**src/serial_command_port_pkg.sv**
```systemverilog
// constants for the serial command port: baud timing, frame and command lengths
// assumes a 40 MHz system clock and a host on an rs-232 line
// What this block does
// - strap high or open at reset selects 56700 baud
// - strap low at reset selects 115200 baud
// - frames are 8 data bits, no parity, one stop bit, no flow control
// - after the address byte, collect exactly that register's data bytes
// - no timeout: an incomplete command waits forever
// - after execution send one acknowledge byte with bit 1 set; if query reply bytes are still queued the next reply byte takes the line and the acknowledge is lost
// - query registers 0x20 to 0x26 each return six bytes of response data
// - a command is 2 to 6 bytes, address first then data
package serial_command_port_pkg;
  localparam int unsigned CLK_HZ = 40000000;
  localparam int unsigned BAUD_SLOW = 56700;
  localparam int unsigned BAUD_FAST = 115200;
  localparam int unsigned OVERSAMPLE = 16;
  // oversample tick divider, rounded to nearest
  localparam logic [7:0] TICK_DIV_SLOW =
    8'((CLK_HZ + BAUD_SLOW * OVERSAMPLE / 2) / (BAUD_SLOW * OVERSAMPLE));
  localparam logic [7:0] TICK_DIV_FAST =
    8'((CLK_HZ + BAUD_FAST * OVERSAMPLE / 2) / (BAUD_FAST * OVERSAMPLE));
  localparam logic [3:0] TICK_LAST = 4'hf;
  localparam logic [3:0] TICK_MID = 4'h7;
  // clocks after reset release before the strap synchroniser shows the pin
  localparam logic [1:0] STRAP_WAIT = 2'h2;
  localparam logic [2:0] DATA_BITS_LAST = 3'h7;
  localparam logic [2:0] CMD_DATA_MIN = 3'h1;
  localparam logic [2:0] CMD_DATA_MAX = 3'h5;
  localparam logic [7:0] ACK_BYTE = 8'h02;
  localparam logic [7:0] QUERY_BASE = 8'h20;
  localparam logic [7:0] QUERY_LAST = 8'h26;
  localparam logic [2:0] QUERY_REPLY_LEN = 3'h6;
endpackage

```
**src/uart_tick_gen.sv**
```systemverilog
// oversample tick generator, one pulse every div_in clocks
// assumes div_in is stable after reset
`timescale 1ns/1ps
`default_nettype none
module uart_tick_gen
  import serial_command_port_pkg::*;
(
  input wire logic clk_sys_in,
  input wire logic reset_n_in,
  input wire logic [7:0] div_in,
  output logic tick_out
);
  logic [7:0] count;
  always_ff @(posedge clk_sys_in or negedge reset_n_in) begin
    if (!reset_n_in) begin
      count <= 8'h00;
    end else if (count >= div_in - 8'h01) begin
      count <= 8'h00;
    end else begin
      count <= count + 8'h01;
    end
  end
  assign tick_out = (count == 8'h00);
endmodule
`default_nettype wire

```
**src/serial_command_port.sv**
```systemverilog
// serial command port: uart receive, command assembly, acknowledge and query reply
// assumes the register engine executes in one cycle after cmd_valid_out
`timescale 1ns/1ps
`default_nettype none
module serial_command_port
  import serial_command_port_pkg::*;
(
  input wire logic clk_sys_in,
  input wire logic reset_n_in,
  input wire logic baud_strap_in,
  input wire logic rxd_in,
  output logic txd_out,
  output logic [7:0] cmd_addr_out,
  output logic [39:0] cmd_data_out,
  output logic cmd_valid_out,
  input wire logic [47:0] query_data_in,
  output logic baud_fast_out,
  output logic busy_out
);
  typedef enum {RX_IDLE, RX_START, RX_DATA, RX_STOP} rx_state_t;
  typedef enum {CMD_ADDR, CMD_DATA, CMD_EXEC} cmd_state_t;
  typedef enum {TX_IDLE, TX_START, TX_DATA, TX_STOP} tx_state_t;

  logic rxd_meta, rxd_sync, strap_meta, strap_sync, strap_taken;
  logic tick;
  always_ff @(posedge clk_sys_in or negedge reset_n_in) begin
    if (!reset_n_in) begin
      rxd_meta <= 1'b1;
      rxd_sync <= 1'b1;
      strap_meta <= 1'b1;
      strap_sync <= 1'b1;
    end else begin
      rxd_meta <= rxd_in;
      rxd_sync <= rxd_meta;
      strap_meta <= baud_strap_in;
      strap_sync <= strap_meta;
    end
  end
  // strap caught once after release; later changes need a reset
  logic [1:0] strap_wait;
  always_ff @(posedge clk_sys_in or negedge reset_n_in) begin
    if (!reset_n_in) begin
      strap_wait <= 2'h0;
      strap_taken <= 1'b0;
      baud_fast_out <= 1'b0;
    end else if (strap_wait != STRAP_WAIT) begin
      // sync flops still hold their reset value, not the pin
      strap_wait <= strap_wait + 2'h1;
    end else if (!strap_taken) begin
      strap_taken <= 1'b1;
      baud_fast_out <= !strap_sync;
    end
  end
  uart_tick_gen u_tick (
    .clk_sys_in(clk_sys_in),
    .reset_n_in(reset_n_in),
    .div_in(baud_fast_out ? TICK_DIV_FAST : TICK_DIV_SLOW),
    .tick_out(tick)
  );
  // receiver
  rx_state_t rx_state;
  logic [3:0] rx_tick;
  logic [2:0] rx_bit;
  logic [7:0] rx_shift;
  logic rx_done;
  always_ff @(posedge clk_sys_in or negedge reset_n_in) begin
    if (!reset_n_in) begin
      rx_state <= RX_IDLE;
      rx_tick <= 4'h0;
      rx_bit <= 3'h0;
      rx_shift <= 8'h00;
      rx_done <= 1'b0;
    end else begin
      rx_done <= 1'b0;
      case (rx_state)
        RX_IDLE: begin
          rx_tick <= 4'h0;
          if (strap_taken && !rxd_sync) begin
            rx_state <= RX_START;
          end
        end
        RX_START: begin
          if (tick) begin
            if (rx_tick == TICK_MID) begin
              rx_tick <= 4'h0;
              rx_bit <= 3'h0;
              // glitch shorter than half a bit is dropped
              rx_state <= rxd_sync ? RX_IDLE : RX_DATA;
            end else begin
              rx_tick <= rx_tick + 4'h1;
            end
          end
        end
        RX_DATA: begin
          if (tick) begin
            rx_tick <= rx_tick + 4'h1;
            if (rx_tick == TICK_LAST) begin
              rx_shift <= {rxd_sync, rx_shift[7:1]};
              rx_bit <= rx_bit + 3'h1;
              if (rx_bit == DATA_BITS_LAST) begin
                rx_state <= RX_STOP;
              end
            end
          end
        end
        RX_STOP: begin
          if (tick) begin
            rx_tick <= rx_tick + 4'h1;
            if (rx_tick == TICK_LAST) begin
              rx_state <= RX_IDLE;
              rx_done <= rxd_sync; // framing error drops the byte
            end
          end
        end
        default: rx_state <= RX_IDLE;
      endcase
    end
  end
  // data bytes expected per address; unknown addresses take one
  function automatic logic [2:0] data_len(input logic [7:0] addr);
    logic [2:0] len;
    len = CMD_DATA_MIN;
    if (addr == 8'h06 || addr == 8'h07) begin
      len = CMD_DATA_MAX;
    end else if (addr == 8'h08) begin
      len = 3'h4;
    end else if (addr == 8'h09 || addr == 8'h0a || addr == 8'h0c) begin
      len = 3'h3;
    end
    return len;
  endfunction
  // command assembly; no timeout by design
  cmd_state_t cmd_state;
  logic [2:0] cmd_need, cmd_got;
  logic tx_busy, ack_req;
  always_ff @(posedge clk_sys_in or negedge reset_n_in) begin
    if (!reset_n_in) begin
      cmd_state <= CMD_ADDR;
      cmd_need <= 3'h0;
      cmd_got <= 3'h0;
      cmd_addr_out <= 8'h00;
      cmd_data_out <= 40'h0;
      cmd_valid_out <= 1'b0;
      ack_req <= 1'b0;
    end else begin
      cmd_valid_out <= 1'b0;
      ack_req <= 1'b0;
      case (cmd_state)
        CMD_ADDR: begin
          if (rx_done) begin
            cmd_addr_out <= rx_shift;
            cmd_data_out <= 40'h0;
            cmd_need <= data_len(rx_shift);
            cmd_got <= 3'h0;
            cmd_state <= CMD_DATA;
          end
        end
        CMD_DATA: begin
          // waits forever for missing bytes
          if (rx_done) begin
            cmd_data_out <= {cmd_data_out[31:0], rx_shift};
            cmd_got <= cmd_got + 3'h1;
            if (cmd_got + 3'h1 == cmd_need) begin
              cmd_state <= CMD_EXEC;
            end
          end
        end
        CMD_EXEC: begin
          if (!tx_busy) begin
            cmd_valid_out <= 1'b1;
            ack_req <= 1'b1;
            cmd_state <= CMD_ADDR;
          end
        end
        default: cmd_state <= CMD_ADDR;
      endcase
    end
  end
  // transmitter: ack byte, then reply bytes for query addresses
  tx_state_t tx_state;
  logic [3:0] tx_tick;
  logic [2:0] tx_bit, tx_left;
  logic [7:0] tx_shift;
  logic [47:0] reply;
  logic is_query;
  assign is_query = (cmd_addr_out >= QUERY_BASE) && (cmd_addr_out <= QUERY_LAST);
  assign tx_busy = (tx_state != TX_IDLE);
  always_ff @(posedge clk_sys_in or negedge reset_n_in) begin
    if (!reset_n_in) begin
      tx_state <= TX_IDLE;
      tx_tick <= 4'h0;
      tx_bit <= 3'h0;
      tx_left <= 3'h0;
      tx_shift <= 8'hff;
      reply <= 48'h0;
      txd_out <= 1'b1;
    end else begin
      case (tx_state)
        TX_IDLE: begin
          txd_out <= 1'b1;
          if (ack_req) begin
            tx_shift <= ACK_BYTE;
            reply <= query_data_in;
            tx_left <= is_query ? QUERY_REPLY_LEN : 3'h0;
            tx_tick <= 4'h0;
            tx_state <= TX_START;
          end else if (tx_left != 3'h0) begin
            tx_shift <= reply[47:40];
            reply <= {reply[39:0], 8'h00};
            tx_left <= tx_left - 3'h1;
            tx_tick <= 4'h0;
            tx_state <= TX_START;
          end
        end
        TX_START: begin
          txd_out <= 1'b0;
          if (tick) begin
            tx_tick <= tx_tick + 4'h1;
            if (tx_tick == TICK_LAST) begin
              tx_bit <= 3'h0;
              tx_state <= TX_DATA;
            end
          end
        end
        TX_DATA: begin
          txd_out <= tx_shift[0];
          if (tick) begin
            tx_tick <= tx_tick + 4'h1;
            if (tx_tick == TICK_LAST) begin
              tx_shift <= {1'b1, tx_shift[7:1]};
              tx_bit <= tx_bit + 3'h1;
              if (tx_bit == DATA_BITS_LAST) begin
                tx_state <= TX_STOP;
              end
            end
          end
        end
        TX_STOP: begin
          txd_out <= 1'b1;
          if (tick) begin
            tx_tick <= tx_tick + 4'h1;
            if (tx_tick == TICK_LAST) begin
              tx_state <= TX_IDLE;
            end
          end
        end
        default: tx_state <= TX_IDLE;
      endcase
    end
  end
  assign busy_out = (cmd_state != CMD_ADDR) || tx_busy || (tx_left != 3'h0);
endmodule
`default_nettype wire

```
**config.mk**
```make
export PLATFORM = sky130hd
export DESIGN_NAME = serial_command_port
export DESIGN_NICKNAME = d
export VERILOG_FILES = /design/src/serial_command_port_pkg.sv /design/src/uart_tick_gen.sv /design/src/serial_command_port.sv
export SDC_FILE = /design/constraint.sdc
export NUM_CORES = 1
export LEC_CHECK = 0
export BUFFER_PORTS_ARGS = -buffer_cell sky130_fd_sc_hd__buf_2
export CORE_UTILIZATION = 62
export CTS_CLUSTER_DIAMETER = 60
export CTS_CLUSTER_SIZE = 24
export DETAILED_ROUTE_END_ITERATION = 10
export PLACE_DENSITY = 0.92
export SETUP_SLACK_MARGIN = 0.5
export SLEW_MARGIN = 20
export SYNTH_ARGS = -nofsm -noshare
export SYNTH_HDL_FRONTEND = slang
export SYNTH_HIERARCHICAL = 1
export SYNTH_SLANG_ARGS = --single-unit
```
**constraint.sdc**
```tcl
create_clock -name clk_sys_in -period 4 [get_ports clk_sys_in]
set_clock_uncertainty 0.15 [all_clocks]
set_input_delay 0.6 -clock clk_sys_in [delete_from_list [all_inputs] [get_ports clk_sys_in]]
set_output_delay 0.6 -clock clk_sys_in [all_outputs]
set_load 0.01 [all_outputs]
```
==> metrics.txt, run 1 <==
Seq/Total Area, Yosys=between 50% and 60%; DR vias/cell=5.787; leading area contributor after synthesis=dfrtp_1; Final Setup Violations=0; I/O Pins=between 100 and 150; Yosys reg bits=160; post-route insts no fill=roughly 980; worst-path cell chain=inv_1 -> ha_1 -> or4b_2 -> buf_2; Netlist cell types=between 50 and 60; ys async rst share=100.0%; DRC=7; RePlAce Congestion=about 0.86; Routed wire per std cell=16.98 um; vias=5654; worst hold path type=in -> reg; DR iter-0 viols=between 400 and 500; total CTS buffers=17; # diodes=0; Die Ht=between 100 and 150 um; setup_tns=0 ns; initial antenna violation count=0; Mean Syn Cell Area=just over 10 um^2; Fillers=about 750; CTS sink cnt=160; HPWL Detailed=10470 um; core area=roughly 12000 um^2; Final min period=slightly above 3 ns; Cell Area, Placed=about 8100 um^2; number of global-route vias before repair=about 6000; # rows=39; share of layout cells above drive strength 1=23.14%; drt total wl=between 15000 and 20000 um; Final #Nets=900; final hold violations=0; Post-synth top cells=dfrtp_1 (147), nand2_1 (141), o21ai_0 (99); first-pass GRT wire length=between 20000 and 30000 um; YS warnings=6; Cell Area, Synth=~7500 um^2; Critical Path Max Stage Delay=roughly 0.64 ns; failing checks=design-rule violations; Slew headroom=a little over a third; Crit-path slowest cell=or4b_2; count of hold-fix buffers inserted at cts=0; WP data required=3.25 ns; H-tree depth=4; Die Wd=around 110 um; Primary FF master, synth=dfrtp_1; Worst EP arrival=2.34 ns; RSZ-0062 raised after global routing=no; worst vdd rail ir drop=0.3019 mV; Fmax=roughly 0.32 GHz; Clk pin slew, worst setup/hold paths=~0.070 ns; Initial Util=between 60% and 70%; area delta synth->final=17.06%; number of synthesized flops with an enable pin=0; largest net degree at the start of global routing=between 100 and 150; Antenna Nets Post-Route=0; post-layout instance area=8763 um^2; worst setup path class=reg -> out; Leak=4.236 nW; CTS tree=yes; Crit. End Element=primary output; Startpoint Class=flop; die footprint=roughly 13000 um^2; clk_lat worst skew=0.43 ns; total track usage=about 28%; CTS resizes=0; Mapped Cells=slightly above 700; postcts setup bufs=0; power per cell area=around 440 nW/um^2; most common cell in the synthesized netlist=dfrtp_1; Post-Place Cells=945; Least-Margin Pin Slew=a little under 1 ns; CTS root buf=clkbuf_16; ranking of synthesized cells by area=dfrtp_1 (49%), nand2_1 (7.1%), o21ai_0 (6.6%); grt total ovfl=0; top-area cell type share of the netlist area=approximately half; status=finished with violations; clock tree buffer depth=2; Max Cap Viol=0; count of pins over their slew limit=0; Pre-antenna DRT Iters=10; Final period util=77.25%; PortBufs=103; CP max FO=10
layout by cell type (no fill, tap or decap), types with 11 or more instances in the layout:
cell type | Yosys | routed
xnor2_1 | 14 | 14
dfrtp_1 | 147 | 146
clkbuf_16 | 0 | 17
buf_2 | 9 | 102
mux2i_1 | 44 | 44
dfstp_2 | 13 | 13
nand2_1 | 141 | 141
nor2_1 | 31 | 31
a21oi_1 | 23 | 23
inv_1 | 18 | 18
ha_1 | 27 | 27
conb_1 | 2 | 11
o21ai_0 | 99 | 99
mux2_2 | 19 | 19
a22o_1 | 12 | 12
cell type report:
class,count,area (um^2),area share [%]
sequential,160,4021,45.89
multi-input combinational,511,3261,37.21
timing repair buffer,113,596.8,6.810
clock buffer,20,456.7,5.211
clock inverter,12,181.4,2.070
tap,143,178.9,2.042
inverter,18,67.56,0.7710
final timing paths:
kind,from,to,slack (ns),depth (start not counted)
min,rxd_in,rxd_meta,0.12,1
max reg2reg,u_tick/count[1],tx_shift[1],1.07,8
min reg2reg,strap_meta,strap_sync,0.21,0
max,tx_state[0],busy_out,0.91,4
min in group asynchronous,reset_n_in,baud_fast_out,0.14,1
max in group asynchronous,reset_n_in,reply[8],2.67,2
through the flow:
| step | power [mW] | worst slack [ns] | hold WS (ns) | utilization, % |
|---|---|---|---|---|
| final | 3.880 | 0.9101 | 0.1227 | 75.46 |
| after global routing | 4.006 | 0.8536 | 0.1065 | 75.46 |
| after CTS | 3.885 | 0.9193 | 0.1123 | 75.46 |
| after detailed placement | 2.141 | 1.107 | 0.1968 | 69.96 |
| after global placement | 2.107 | 1.227 | 0.1953 | 69.96 |
| after floorplan | 2.010 | 1.263 | 0.1544 | - |
state kept, by name, summed over array words and instances, names as in the netlist, 4 cells and up:
name          flops
u_tick/count      8
reply            48
tx_shift          8
tx_tick           4
rx_shift          8
rx_tick           4
cmd_addr_out      8
cmd_data_out     40
routing by layer:
layer  vias to the layer above  track usage, %  wire length (um)
li1                       2676               -                 -
met1                      2730           33.87              6569
met2                       203           48.49              8597
met3                        45           8.165              1031
met4                         0           12.16               389
met5                         -               0                 0
report_power, final:
group | internal (mW) | switching, mW
clock | 1.08 | 0.652
combinational | 0.164 | 0.225
sequential | 1.67 | 0.0856
total | 2.92 | 0.962
cell families after synthesis:
logic type                 Yosys count  share of synthesized area (%)
and+or+nand+nor                    225                          13.32
AOI/OAI and AO/OA                  161                          13.37
DFF                                160                          53.70
muxes                               64                          8.892
buffers and inverters               58                          3.409
adders and majority gates           27                          4.513
xor gates and xnor gates            23                          2.691
other                                2                         0.1003
worst max-delay path, delay by kind of cell (launching register included):
family | cells | cell delay (ns)
AND/OR/NAND/NOR | 1 | 0.64
buffers and inverters | 2 | 0.37
flip-flops | 1 | 0.41
adder cells (fa/ha/maj) | 1 | 0.49
No activity file was read; power rests on OpenSTA's default activity.
==> inputs of run 2 (changes only) <==
ABC_AREA = 1   (was unset)
CORE_UTILIZATION = 58   (was 62)
PLACE_DENSITY = 0.87   (was 0.92)
clock period = 3.2 ns   (was 4 ns; I/O delays follow)
==> run 2 against run 1 <==
The run now ends clean. Clock-buffer cell count down 2. Global-route usage decreased by 3.2 points. Hold slack improved by 0.0019 ns. Sequential power increased by 23%. Register-to-register slack lost 0.16 ns. Non-clock buffer count is 1 higher. Via count grew 5.0%. Final cell count rose by 14%. Total power up 20%. Largest power group unchanged.
==> metrics.txt, run 2 <==
HPWL Detailed=between 10000 and 15000 um; Post-Place Cells=roughly 1100; crit path launch=tx_state[0]; Final Setup Violations=0; R2R Path Start=tx_state[0]; Least-Margin Pin Slew=around 0.69 ns; Seq/Total Area, Yosys=53.85%; Synth Area in Simple Gates=between 10% and 20%; CP max FO=13; Crit-path slowest cell=ha_1; Util after Layout=around 70%; post-synthesis compound-gate area fraction=13.99%; count of pins over their slew limit=0; DR vias/cell=~5.3; Initial Util=59.40%; clk_lat worst skew=around 0.43 ns; worst vdd rail ir drop=between 0.3 and 0.4 mV; Critical Path Max Stage Delay=between 0.5 and 0.6 ns; Final min period=2.538 ns; Top reg by flops=reply; Fmax=a little under 0.4 GHz; Clk pin slew, worst setup/hold paths=around 0.060 ns; Crit. End Element=primary output; Max Cap Viol=0; ranking of synthesized cells by area=dfrtp_1 (49%), nand2_1 (9.9%), dfstp_2 (4.6%); clock tree buffer depth=2; number of synthesized flops with an enable pin=0; Final #Nets=between 1000 and 1500; Slew headroom=53.97%; CTS sink cnt=160; WP data required=approximately 2.6 ns; final hold violations=0; DRC=0; biggest regs=reply (48), cmd_data_out (40); core area=approximately 13000 um^2; Worst EP arrival=between 1.5 and 2 ns; # diodes=0; grt total ovfl=0; Adder-Cell Fraction of Synth Area=approximately 4.5%; Comb power frac=9.8%; initial antenna violation count=0; status=completed; Die Wd=115.5 um; Mean Syn Cell Area=roughly 9.0 um^2; YS warnings=6; CTS root buf=clkbuf_16; worst-path cell chain=inv_1 -> ha_1 -> nand4_1 -> buf_2; buffer and inverter count on the worst path=2; most common cell in the synthesized netlist=nand2_1; post-route insts no fill=~1100; H-tree depth=4; worst setup path class=reg -> out; Pre-antenna DRT Iters=7; Clock Power Share=between 40% and 50%; max FFs per register=48; Switching Power=around 1.2 mW; family with the most delay on the worst path=adder cells; Mapped Cells=between 800 and 900; XOR/XNOR share of the synthesized area=1.760%; Final period util=about four fifths; power per cell area=roughly 530 nW/um^2; RePlAce Congestion=roughly 0.82; Yosys reg bits=160; internal power=about 3.4 mW; Netlist cell types=44; ys async rst share=100.0%; RSZ-0062 raised after global routing=no; I/O Pins=104; CTS tree=yes; postcts setup bufs=0; most common cell after layout, fill and taps aside=nand2_1; number of global-route vias before repair=5675; Primary FF master, synth=dfrtp_1; DR iter-0 viols=475; largest net degree at the start of global routing=around 80; vias=5939; Routed wire per std cell=around 14 um; CTS resizes=0; Antenna Nets Post-Route=0; PortBufs=approximately 100; Post-synth top cells=nand2_1 (197), dfrtp_1 (147), inv_1 (87); total track usage=25.32%; top-area cell type share of the netlist area=roughly half; share of layout cells above drive strength 1=20.74%; Hold Crit Start=query_data_in[2]; Seq pwr share=46.6%; R2R depth=7; Startpoint Class=flop; count of hold-fix buffers inserted at cts=3; largest family of logic cells by synthesized area=simple AND/OR/NAND/NOR gates; Die Ht=~120 um; setup_tns=0 ns; mux contribution to synthesized area=0%; die footprint=13330 um^2; commonest cells after routing, fill and taps aside=nand2_1 (197), dfrtp_1 (147), buf_2 (102), inv_1 (87), nor2_1 (73); Sw Ratio=about a quarter; leading area contributor after synthesis=dfrtp_1; area delta synth->final=17.09%; Cell Area, Synth=approximately 7500 um^2; Hold Crit Depth=3; total CTS buffers=17; worst hold path type=in -> reg; drt total wl=roughly 15000 um; first-pass GRT wire length=approximately 26000 um; # rows=41; critical path depth in cells=4; Leak=about 4.3 nW
## run 2: changes by cell type after synthesis, sizes merged, moves of 13 or more
cell / previous run / this run
mux2i: 44 / 0
nor2: 32 / 76
nand2: 142 / 205
a31oi: 2 / 36
mux2: 20 / 0
inv: 18 / 93
a21oi: 23 / 10
nand3: 8 / 32
o21ai: 100 / 72
clkbuf: 25 / 5
o22ai: 2 / 33
## run 2: final cells by class
type | count | area, um^2
inverters | 93 | 349.1
well taps | 172 | 215.2
clock inverters | 13 | 152.6
clock buffers | 18 | 439.2
fillers | 937 | 3826
repair buffers | 114 | 636.9
flip-flops and latches | 160 | 4020
multi-input cells | 547 | 2929
## run 2: worst min-delay path, cell delays in order
cell     delay [ns]
buf_2          0.07
nand3_1        0.06
nand2_1        0.06
## run 2: final timing paths
path                            slack (ns)   endpoint
min in group asynchronous             0.48  reply[47]
max in group asynchronous             1.53  reply[19]
worst min register to register        0.21   rxd_sync
worst max-delay path                  0.66   busy_out
worst max register to register        0.91  reply[45]
worst min-delay path                  0.12   reply[2]
## run 2: logic make-up (layout without fill, tap and decap cells)
logic type,Yosys count,after routing
AOI/OAI and AO/OA,167,167
xor gates and xnor gates,15,15
adders and majority gates,27,27
buffers and inverters,125,238
DFF,160,160
other,2,7
and+or+nand+nor,331,331
## run 2: routing by layer
layer	track usage, %	vias up	wire, um
met2	41.52	118	7806
li1	-	2930	-
met5	0	-	0
met4	10.30	0	368
met1	32.80	2857	6648
met3	5.805	34	567
## run 2: through the flow
step	worst slack, ns	hold slack, ns	total power [mW]	area [um^2]
5_1_grt	0.5204	0.1359	4.845	8742
3_3_place_gp	1.015	0.1971	2.635	8120
4_1_cts	0.6556	0.1227	4.662	8742
6_report	0.6620	0.1246	4.650	8742
2_1_floorplan	0.8038	0.03441	2.491	7485
3_5_place_dp	0.9737	0.1982	2.651	8120
## run 2: power groups by stage
stage / clock [mW] / sequential (mW) / combinational (mW)
3_5_place_dp: 0 / 2.20 / 0.449
2_1_floorplan: 0 / 2.19 / 0.306
6_report: 2.03 / 2.17 / 0.454
4_1_cts: 2.04 / 2.17 / 0.458
3_3_place_gp: 0 / 2.20 / 0.436
5_1_grt: 2.14 / 2.18 / 0.529
